<file path="config.mk">
export PLATFORM = sky130hd
export DESIGN_NAME = dcrs_result_status
export DESIGN_NICKNAME = d
export VERILOG_FILES = /design/src/logic/dcrs_result_status.v
export VERILOG_INCLUDE_DIRS = /design/src /design/src/logic
export SDC_FILE = /design/constraint.sdc
export NUM_CORES = 1
export LEC_CHECK = 0
export ABC_AREA = 1
export BUFFER_PORTS_ARGS = -buffer_cell sky130_fd_sc_hd__buf_2
export CORE_MARGIN = 8
export CORE_UTILIZATION = 30
export DETAILED_ROUTE_END_ITERATION = 10
export PLACE_DENSITY = 0.51
export SLEW_MARGIN = 20
export SYNTH_ARGS = -nofsm -noshare
export SYNTH_HDL_FRONTEND = slang
export SYNTH_SLANG_ARGS = --single-unit
</file>
<file path="constraint.sdc">
create_clock -name i_clock -period 2.6 [get_ports i_clock]
set_input_delay 0.52 -clock i_clock [delete_from_list [all_inputs] [get_ports i_clock]]
set_output_delay 0.52 -clock i_clock [all_outputs]
set_load 0.005 [all_outputs]
</file>
<file path="src/logic/dcrs_consts.vh">
// Constants for the result-phase status block
`ifndef DCRS_CONSTS_VH
`define DCRS_CONSTS_VH
// Termination codes
`define DCRS_TC_NORMAL   2'h0
`define DCRS_TC_ABNORMAL 2'h1
`define DCRS_TC_INVALID  2'h2
`define DCRS_TC_POLLING  2'h3
// Status byte 0 fields
`define DCRS_S0_TC_HI    7
`define DCRS_S0_TC_LO    6
`define DCRS_S0_POS      5
`define DCRS_S0_HWF      4
`define DCRS_S0_HEAD     2
// Status byte 1 fields
`define DCRS_S1_END      7
`define DCRS_S1_CRC      5
`define DCRS_S1_OVR      4
`define DCRS_S1_NOSEC    2
`define DCRS_S1_WRBLK    1
`define DCRS_S1_IDMA     0
// Status byte 2 fields
`define DCRS_S2_MARK     6
`define DCRS_S2_DCRC     5
`define DCRS_S2_TRK      4
`define DCRS_S2_BAD      1
`define DCRS_S2_DMA      0
// Status byte 3 fields
`define DCRS_S3_WP       6
`define DCRS_S3_ONE5     5
`define DCRS_S3_TRACK_ZERO_IN     4
`define DCRS_S3_ONE3     3
`define DCRS_S3_HEAD     2
// Values
`define DCRS_BAD_TRACK   8'hFF
`define DCRS_LAST_SECTOR 8'hFF
`define DCRS_RECAL_STEPS 7'h50
`define DCRS_DENSITY_SELECT_OUT_RST  1'h1
`endif

</file>
<file path="src/logic/dcrs_result_status.v">
// Result-phase status bytes of the disk controller
//
// Overview of operation
// - Density select goes high on hardware reset; software resets leave it alone.
// - Result phase hands out the status bytes, one per host read.
// - Byte 0 bits 7:6 hold the termination code.
// - Byte 0 bit 5 set when seek, relative seek or recalibrate completes.
// - Byte 0 bit 4 set on track zero missing after 80 steps or overstep.
// - Byte 0 bit 2 is current head, bits 1:0 current drive.
// - Byte 1 bit 7 set on access past final sector 255.
// - Byte 1 bit 5 set on CRC error in ID or data field.
// - Byte 1 bit 4 set on overrun or underrun.
// - Byte 1 bit 2 set when sector or ID or sequence not found.
// - Byte 1 bit 1 set when write protect rises during a write command.
// - Byte 1 bit 0 set on missing ID mark or missing data mark.
// - Unused status bits read as fixed constants.
// - Byte 2 bit 6 set on data mark type mismatch.
// - Byte 2 bit 5 set on CRC error in data field.
// - Byte 2 bit 4 set on track number mismatch.
// - Byte 2 bit 1 set on track mismatch with ID track FF.
// - Byte 2 bit 0 set when no data mark of either kind found.
// - Byte 3 reports live write protect, track zero, head and drive pins.
`include "dcrs_consts.vh"
`timescale 1ns/100ps
`default_nettype none
module dcrs_result_status #(
    parameter RESULT_BYTES = 4
) (
    // Clock and resets
    input  wire        i_clock,
    input  wire        i_rst,
    input  wire        i_soft_rst,
    // Density select request from the rate logic
    input  wire        i_density_high,
    input  wire        i_density_load,
    // Command sequencing
    input  wire        i_cmd_start,
    input  wire        i_result_start,
    input  wire        i_sense_drive,
    input  wire        i_write_cmd,
    input  wire [1:0]  i_termination_code,
    input  wire        i_termination_load,
    // Execution events: one-cycle pulses, plus the i_recal_active level and the sector and track values
    input  wire        i_positioning_done,
    input  wire        i_recal_step,
    input  wire        i_recal_active,
    input  wire        i_seek_overstep,
    input  wire        i_sector_read,
    input  wire [7:0]  i_sector_number,
    input  wire        i_terminal_count,
    input  wire        i_id_crc_error,
    input  wire        i_data_crc_error,
    input  wire        i_service_late,
    input  wire        i_sector_missing,
    input  wire        i_id_mark_missing,
    input  wire        i_data_mark_missing,
    input  wire        i_mark_mismatch,
    input  wire        i_id_valid,
    input  wire [7:0]  i_id_track,
    input  wire [7:0]  i_current_track,
    // Drive-side state
    input  wire        i_head_select_out,
    input  wire [1:0]  i_drive_select_out,
    input  wire        i_write_protect_pin,
    input  wire        i_track_zero_in,
    // Host data register read
    input  wire        i_data_read,
    // Outputs
    output reg  [7:0]  o_result_data,
    output reg         o_request_for_master,
    output reg         o_transfer_direction,
    output reg         o_result_done,
    output reg         o_density_select_out
);

// ============================================================
// Pin synchronisers
// ============================================================
reg [2:0] wp_sync;
reg [2:0] track_zero_in_sync;
reg       wp_level;
reg       track_zero_in_level;
reg       wp_prev;
always @(posedge i_clock) begin
    if (i_rst) begin
        wp_sync    <= 3'h0;
        track_zero_in_sync  <= 3'h0;
        wp_level   <= 1'h0;
        track_zero_in_level <= 1'h0;
        wp_prev    <= 1'h0;
    end else begin
        wp_sync   <= {wp_sync[1:0], i_write_protect_pin};
        track_zero_in_sync <= {track_zero_in_sync[1:0], i_track_zero_in};
        if (wp_sync[1] == wp_sync[2]) begin
            wp_level <= wp_sync[2];
        end
        if (track_zero_in_sync[1] == track_zero_in_sync[2]) begin
            track_zero_in_level <= track_zero_in_sync[2];
        end
        wp_prev <= wp_level;
    end
end
wire wp_rise = wp_level & ~wp_prev;

// ============================================================
// Density select
// ============================================================
always @(posedge i_clock) begin
    if (i_rst) begin
        o_density_select_out <= `DCRS_DENSITY_SELECT_OUT_RST;
    end else if (i_density_load) begin
        o_density_select_out <= i_density_high;
    end
end

// ============================================================
// Error flags
// ============================================================
reg [1:0] termination_code;
reg       positioning_complete;
reg       hardware_fault_flag;
reg       end_of_track;
reg       crc_fault;
reg       overrun_flag;
reg       sector_not_found;
reg       write_blocked;
reg       id_mark_absent;
reg       mark_type_mismatch;
reg       data_field_crc_fault;
reg       track_mismatch;
reg       bad_track_flag;
reg       data_mark_absent;
reg [6:0] recal_count;
reg       seen_tc;

wire trk_diff   = i_id_valid & (i_id_track != i_current_track);
wire past_last  = i_sector_read & (i_sector_number == `DCRS_LAST_SECTOR) & ~seen_tc;
wire recal_fail = i_recal_active & i_recal_step & ~track_zero_in_level
                  & (recal_count == `DCRS_RECAL_STEPS - 7'h1);
wire clr        = i_cmd_start | i_soft_rst;

always @(posedge i_clock) begin
    if (i_rst) begin
        termination_code     <= `DCRS_TC_NORMAL;
        positioning_complete <= 1'h0;
        hardware_fault_flag  <= 1'h0;
        end_of_track         <= 1'h0;
        crc_fault            <= 1'h0;
        overrun_flag         <= 1'h0;
        sector_not_found     <= 1'h0;
        write_blocked        <= 1'h0;
        id_mark_absent       <= 1'h0;
        mark_type_mismatch   <= 1'h0;
        data_field_crc_fault <= 1'h0;
        track_mismatch       <= 1'h0;
        bad_track_flag       <= 1'h0;
        data_mark_absent     <= 1'h0;
        recal_count          <= 7'h0;
        seen_tc              <= 1'h0;
    end else begin
        // Set wins over the clear in the same cycle
        if (i_termination_load) begin
            termination_code <= i_termination_code;
        end else if (clr) begin
            termination_code <= `DCRS_TC_NORMAL;
        end
        positioning_complete <= i_positioning_done | (positioning_complete & ~clr);
        hardware_fault_flag  <= recal_fail | i_seek_overstep
                                | (hardware_fault_flag & ~clr);
        end_of_track         <= past_last | (end_of_track & ~clr);
        crc_fault            <= i_id_crc_error | i_data_crc_error | (crc_fault & ~clr);
        overrun_flag         <= i_service_late | (overrun_flag & ~clr);
        sector_not_found     <= i_sector_missing | (sector_not_found & ~clr);
        write_blocked        <= (wp_rise & i_write_cmd) | (write_blocked & ~clr);
        id_mark_absent       <= i_id_mark_missing | i_data_mark_missing
                                | (id_mark_absent & ~clr);
        mark_type_mismatch   <= i_mark_mismatch | (mark_type_mismatch & ~clr);
        data_field_crc_fault <= i_data_crc_error | (data_field_crc_fault & ~clr);
        track_mismatch       <= trk_diff | (track_mismatch & ~clr);
        bad_track_flag       <= (trk_diff & (i_id_track == `DCRS_BAD_TRACK))
                                | (bad_track_flag & ~clr);
        data_mark_absent     <= i_data_mark_missing | (data_mark_absent & ~clr);
        // Step counter for the recalibrate check
        if (clr | ~i_recal_active) begin
            recal_count <= 7'h0;
        end else if (i_recal_step && recal_count != `DCRS_RECAL_STEPS) begin
            recal_count <= recal_count + 7'h1;
        end
        seen_tc <= i_terminal_count | (seen_tc & ~clr);
    end
end

// ============================================================
// Status byte assembly
// ============================================================
reg [7:0] status_byte [0:3];
always @* begin
    status_byte[0] = 8'h00;
    status_byte[0][`DCRS_S0_TC_HI:`DCRS_S0_TC_LO] = termination_code;
    status_byte[0][`DCRS_S0_POS]  = positioning_complete;
    status_byte[0][`DCRS_S0_HWF]  = hardware_fault_flag;
    status_byte[0][`DCRS_S0_HEAD] = i_head_select_out;
    status_byte[0][1:0]           = i_drive_select_out;
    status_byte[1] = 8'h00;
    status_byte[1][`DCRS_S1_END]   = end_of_track;
    status_byte[1][`DCRS_S1_CRC]   = crc_fault;
    status_byte[1][`DCRS_S1_OVR]   = overrun_flag;
    status_byte[1][`DCRS_S1_NOSEC] = sector_not_found;
    status_byte[1][`DCRS_S1_WRBLK] = write_blocked;
    status_byte[1][`DCRS_S1_IDMA]  = id_mark_absent;
    status_byte[2] = 8'h00;
    status_byte[2][`DCRS_S2_MARK] = mark_type_mismatch;
    status_byte[2][`DCRS_S2_DCRC] = data_field_crc_fault;
    status_byte[2][`DCRS_S2_TRK]  = track_mismatch;
    status_byte[2][`DCRS_S2_BAD]  = bad_track_flag;
    status_byte[2][`DCRS_S2_DMA]  = data_mark_absent;
    status_byte[3] = 8'h00;
    status_byte[3][`DCRS_S3_ONE5] = 1'h1;
    status_byte[3][`DCRS_S3_ONE3] = 1'h1;
    status_byte[3][`DCRS_S3_WP]   = wp_level;
    status_byte[3][`DCRS_S3_TRACK_ZERO_IN] = track_zero_in_level;
    status_byte[3][`DCRS_S3_HEAD] = i_head_select_out;
    status_byte[3][1:0]           = i_drive_select_out;
end

// ============================================================
// Result phase sequencer
// ============================================================
localparam ST_IDLE   = 1'b0;
localparam ST_RESULT = 1'b1;
reg       state;
reg [2:0] byte_idx;
reg [2:0] last_idx;
always @(posedge i_clock) begin
    if (i_rst | i_soft_rst) begin
        state                <= ST_IDLE;
        byte_idx             <= 3'h0;
        last_idx             <= 3'h0;
        o_result_data        <= 8'h00;
        o_request_for_master <= 1'h0;
        o_transfer_direction <= 1'h0;
        o_result_done        <= 1'h0;
    end else begin
        o_result_done <= 1'h0;
        case (state)
        ST_IDLE: begin
            if (i_result_start) begin
                state    <= ST_RESULT;
                // Drive sense returns only byte 3
                byte_idx <= i_sense_drive ? 3'h3 : 3'h0;
                last_idx <= i_sense_drive ? 3'h3 : RESULT_BYTES[2:0] - 3'h1;
                o_result_data <= i_sense_drive ? status_byte[3] : status_byte[0];
                o_request_for_master <= 1'h1;
                o_transfer_direction <= 1'h1;
            end
        end
        ST_RESULT: begin
            if (i_data_read && o_request_for_master && o_transfer_direction) begin
                if (byte_idx == last_idx) begin
                    state                <= ST_IDLE;
                    o_request_for_master <= 1'h0;
                    o_transfer_direction <= 1'h0;
                    o_result_done        <= 1'h1;
                end else begin
                    byte_idx      <= byte_idx + 3'h1;
                    o_result_data <= status_byte[byte_idx[1:0] + 2'h1];
                end
            end
        end
        default: begin
            state <= ST_IDLE;
        end
        endcase
    end
end
endmodule
`default_nettype wire

</file>
After elaboration in Yosys (flattened, before gate mapping)

Cells that the tools add are included.

Register bits: 48
Input bits: 56
Logic and storage cells: 128

$add $sub $neg: 3
Order comparisons: 1
Eq/ne operators: 12
Multiplexer cells: 24
Bitwise operators: 51
Reduce and logical (&&, ||, !) cells: 9

Operators with widths:

| cell                                                                     | count |
|---|---|
| 8-bit 2-to-1 mux                                                         | 6 |
| 1-bit AND                                                                | 23 |
| 1-bit bitwise OR                                                         | 20 |
| 8-bit binary-select mux with 2-bit select                                | 1 |
| 8-bit equality test (second input constant)                              | 2 |
| 8-bit case mux with 2 select lines                                       | 1 |
| 3-bit 2-to-1 mux                                                         | 3 |
| 8-bit inequality test                                                    | 1 |
| 7-bit by 1-bit adder with 7-bit output (second input constant)           | 1 |
| 7-bit equality test (second input constant)                              | 1 |
| 1-bit 2-to-1 mux                                                         | 7 |
| 7-bit inequality test (second input constant)                            | 1 |
| 1-bit inverter                                                           | 7 |
| 2-bit 2-to-1 mux                                                         | 3 |
| 3-bit case mux with 2 select lines                                       | 1 |
| 3-bit AND reduction                                                      | 2 |
| 2-bit by 1-bit inequality test with 1-bit output (second input constant) | 2 |
| 2-bit inequality test (second input constant)                            | 2 |
| 1-bit case mux with 2 select lines                                       | 2 |
| 3-bit by 1-bit adder with 3-bit output (second input constant)           | 1 |
| 3-bit by 2-bit equality test with 1-bit output                           | 1 |
| 3-bit greater-or-equal comparator (second input constant)                | 1 |
| 1-bit logical AND                                                        | 3 |
| 2-bit inverter with 3-bit output                                         | 1 |
| 6 further kinds                                                          | 7 |

Longest topological paths before layout

Depth in word-level cells: 8
Mapped depth: 10

Worst setup path before layout

No wires, ideal clock.

Path kind: register to register
Start: register byte_idx[0]
End: register o_result_data[0]
Data arrival time: 1.425 ns
Path slack: 1.061 ns
Stages on the path, launching flop included: 10
Buffers on the path: 0
Cells stage by stage: dfxtp_1 > inv_2 > ha_1 > inv_1 > a21oi_1 > nand3_1 > nand2_1 > nand2_1 > nand2_1 > nor2_2

Cells in the longest elaborated chain, start to end: 8
Elaborated cells on any way between the ends: 11

Ends and longest elaborated chain:

| what                                                   | RTL line                 | source |
|---|---|---|
| start: declaration                                     | dcrs_result_status.v:232 | `reg [2:0] byte_idx;` |
| start signal: assignment                               | dcrs_result_status.v:250 | `byte_idx <= i_sense_drive ? 3'h3 : 3'h0;` |
| start signal: assignment                               | dcrs_result_status.v:265 | `byte_idx <= byte_idx + 3'h1;` |
| 2-bit by 1-bit adder with 2-bit output                 | dcrs_result_status.v:266 | `o_result_data <= status_byte[byte_idx[1:0] + 2'h1];` |
| 2-bit inverter with 3-bit output (implied by the code) | dcrs_result_status.v:266 |  |
| 8-bit binary-select mux with 2-bit select              | dcrs_result_status.v:266 |  |
| 8-bit 2-to-1 mux (implied by the code) (2 in a row)    | dcrs_result_status.v:266 |  |
| 8-bit 2-to-1 mux                                       | dcrs_result_status.v:259 | `if (byte_idx == last_idx) begin` |
| 8-bit 2-to-1 mux                                       | dcrs_result_status.v:258 | `if (i_data_read && o_request_for_master && o_transfer_direction) begin` |
| 8-bit case mux with 2 select lines                     | dcrs_result_status.v:245 | `case (state)` |
| end signal: assignment                                 | dcrs_result_status.v:252 | `o_result_data <= i_sense_drive ? status_byte[3] : status_byte[0];` |
| end signal: assignment                                 | dcrs_result_status.v:266 |  |
| end: declaration                                       | dcrs_result_status.v:69  | `output reg [7:0] o_result_data,` |

Parallel ways exist; a longest one is shown, timed or not. The select of a mux whose other input is x is not followed.
A chain may end at the register's enable or synchronous reset.

Worst setup path in the final report

Same ends and word-level chain as after synthesis.

==> summary.md <==
| Metric | Value |
|---|---|
| Synth top area cells | `dfxtp_1, nand2_1, nor2_1` |
| Total Routing Usage GR | `0.1130` |
| Final Skew | `0.006839 ns` |
| Largest net degree at the start of global routing | `18` |
| Achievable Freq | `616.4 MHz` |
| TritonCTS clock tree | `built` |
| Worst-path cell chain | `inv_2 > ha_1 > inv_1 > a21oi_1 > nand3_1 > nand2_1 > nand2_1 > nand2_1 > nor2_2` |
| Clock slew at reported path FFs | `0.09 ns` |
| Core Area | `0.007292 mm^2` |
| Final Hold Fails | `0` |
| Die Area | `0.01062 mm^2` |
| Crit Reg-Reg Startpoint | `byte_idx[0]` |
| Filler Cell Count | `834` |
| Row count | `31` |
| Final min period | `1.622 ns` |
| Slowest cell on crit path | `ha_1` |
| Post-CTS setup buffer count | `0` |
| Origin of the worst setup path | `byte_idx[0]` |
| Mapped Cells | `330` |
| Post-synth top area share | `0.4224` |
| Ratio of cells with drive above 1 in the final layout | `0.2475` |
| Synth Cell Area | `0.002275 mm^2` |
| Status | `finished, final reports clean` |
| Placed cell area | `0.002711 mm^2` |
| Final Cell Area | `0.002804 mm^2` |
| Area Overhead vs Synth | `23.27%` |
| RSZ-0062 raised after global routing | `false` |
| IO Pins | `68` |
| Pre-CTS WS | `0.9626 ns` |
| Commonest non-fill, non-tap cells in the layout | `nand2_1, buf_2, nor2_1` |
| Leakage power | `1.341 nW` |
| Setup violators final | `0` |
| Crit. End Element | `flip-flop` |
| Biggest cell delay along the critical path | `0.43 ns` |
| Clock Root Buffer | `clkbuf_8` |
| H-tree levels | `2` |
| Worst Hold Class | `input port to flip-flop` |
| Max_cap viols | `0` |
| Global route overflow | `0` |
| Slew Limit Fails | `0` |
| Dpl hpwl | `4452 um` |
| Worst-path maximum fanout | `9` |
| YS warnings | `0` |
| Power per cell area | `512.2 mW/mm^2` |
| Initial antenna violation count | `0` |
| Setup WS post-layout | `0.9776 ns` |
| Post-CTS resize count | `0` |
| Worst-margin pin slew | `0.4839 ns` |
| # hold bufs at CTS | `0` |
| Clk sinks | `48` |
| Drt wl/cell | `11.27 um` |
| FF-to-FF End | `o_result_data[0]` |
| Starting DRC count in detailed routing | `75` |
| Worst EP required | `2.81 ns` |
| Vias/cell | `4.333` |
| Library cells used by synthesis | `30` |
| Crit path kind | `flip-flop to flip-flop` |
| Via count | `2,162` |
| Final #Nets | `459` |
| Worst-case reg-to-reg path depth | `9` |
| DRC viols | `0` |
| WL final | `5624 um` |
| Worst VDD drop | `0.0002622 V` |
| TritonCTS buffer count | `5` |
| Die Span Y | `103.1 um` |
| Initial Util | `0.3119` |
| Routed Antenna Nets | `0` |
| Vias in the first global route | `2,158` |
| Worst Path Arrival | `1.83 ns` |
| Post-route setup TNS | `0 ns` |
| N_diodes | `0` |
| Commonest non-fill, non-tap cell in the layout | `nand2_1` |
| Synthesis-stage register bit count | `48` |
| Die W | `103.1 um` |
| R2R setup slack | `0.98 ns` |
| Syn_nets | `390` |
| First-pass GRT wire length | `9591 um` |
| Slew Limit Headroom | `0.6762` |
| Final Cycle Share | `0.6240` |
| End of the critical path | `o_result_data[0]` |
| WHS Path Cells | `2` |
| Pre-antenna DRT Iters | `4` |
| Syn Area/Cell | `6.893 um^2` |
| Worst-skew pair later-pin latency | `0.30 ns` |
| Critical Path Source Type | `flip-flop` |
| Routability cong. | `0.8157` |
| CTS Buffer Depth | `2` |
| Sequential area share after synthesis | `0.4224` |
| Most common cell on crit path | `nand2_1` |
| PortBufs | `67` |
| Top cell type by total area after synthesis | `dfxtp_1` |
[area by class of cell]
cell class	instances	area, um^2	share of cell area
clock buffers	6	82.58	0.02945
clock inverters	2	10.01	0.003570
inverters	38	142.6	0.05087
multi-input cells	235	1119	0.3989
flip-flops and latches	48	960.9	0.3427
well taps	99	123.9	0.04418
repair buffers	71	365.4	0.1303
[layer usage]
layer | GRT usage | wire length, um | up-vias
met5 | 0 | 0 | -
met4 | 0.03671 | 54 | 0
met3 | 0.03309 | 363 | 5
met2 | 0.1901 | 2668 | 49
met1 | 0.1343 | 2537 | 927
li1 | - | - | 1181
[cell usage after synthesis]
cell      instances
ha_1              4
xor2_1            1
dfxtp_1          48
nor3b_1           1
clkbuf_1          3
nand2_4           1
nor2_1           50
o21ai_1           1
inv_1            35
nand3b_2          1
buf_6             1
o22ai_1           1
nand4_1           4
nor2_2            7
nor3_1            1
nand2_2           4
a211oi_1          2
or2_2             1
nand2_1          81
buf_2             3
a22o_1            1
inv_2             3
nand3_1          14
nand3b_1          2
xnor2_1           3
o21ai_0          18
buf_4             2
a21oi_2           1
a21oi_1          34
o21ai_2           2
[power breakdown]
group,switching (W),internal (W)
combinational,0.000111,0.0000859
clock,0.000249,0.000213
sequential,0.0000158,0.000762
total,0.000376,0.00106
[through the flow]
stage / hold slack (ns) / utilization / total power (W) / cells
3_5_place_dp: 0.3946 / 0.3718 / 0.0009950 / 491
3_3_place_gp: 0.3917 / 0.3718 / 0.0009929 / 491
2_1_floorplan: 0.3883 / - / 0.0009122 / 330
6_report: 0.4032 / 0.3845 / 0.001436 / 499
4_1_cts: 0.3943 / 0.3845 / 0.001462 / 499
5_1_grt: 0.4054 / 0.3845 / 0.001523 / 499
[how the worst min path moves through the flow]
stage	startpoint	end
after detailed placement	track_zero_in_sync[0]	track_zero_in_sync[1]
after global placement	wp_sync[0]	wp_sync[1]
after CTS	i_density_load	o_density_select_out
final	i_density_load	o_density_select_out
after global routing	i_write_protect_pin	wp_sync[0]
after floorplan	track_zero_in_sync[0]	track_zero_in_sync[1]
[flip-flops by register name, indices dropped and copies added, names as in the netlist, 2 cells and up]
signal	cells
wp_sync	3
byte_idx	3
track_zero_in_sync	3
recal_count	7
termination_code	2
o_result_data	8
[critical path, delay by kind of cell (launching register included)]
kind                     cells  cell delay (ns)
buffers and inverters        2             0.22
flip-flops                   1             0.35
AO/OA/AOI/OAI                1             0.20
AND/OR/NAND/NOR              5             0.33
adder cells (fa/ha/maj)      1             0.43
[cells by family after synthesis]
logic type	share of synthesized area
XOR/XNOR	0.01540
AO/OA/AOI/OAI	0.1414
buffers and inverters	0.08581
AND/OR/NAND/NOR	0.3130
adder cells (fa/ha/maj)	0.02200
flip-flops	0.4224
No activity file was read; power rests on OpenSTA's default activity.
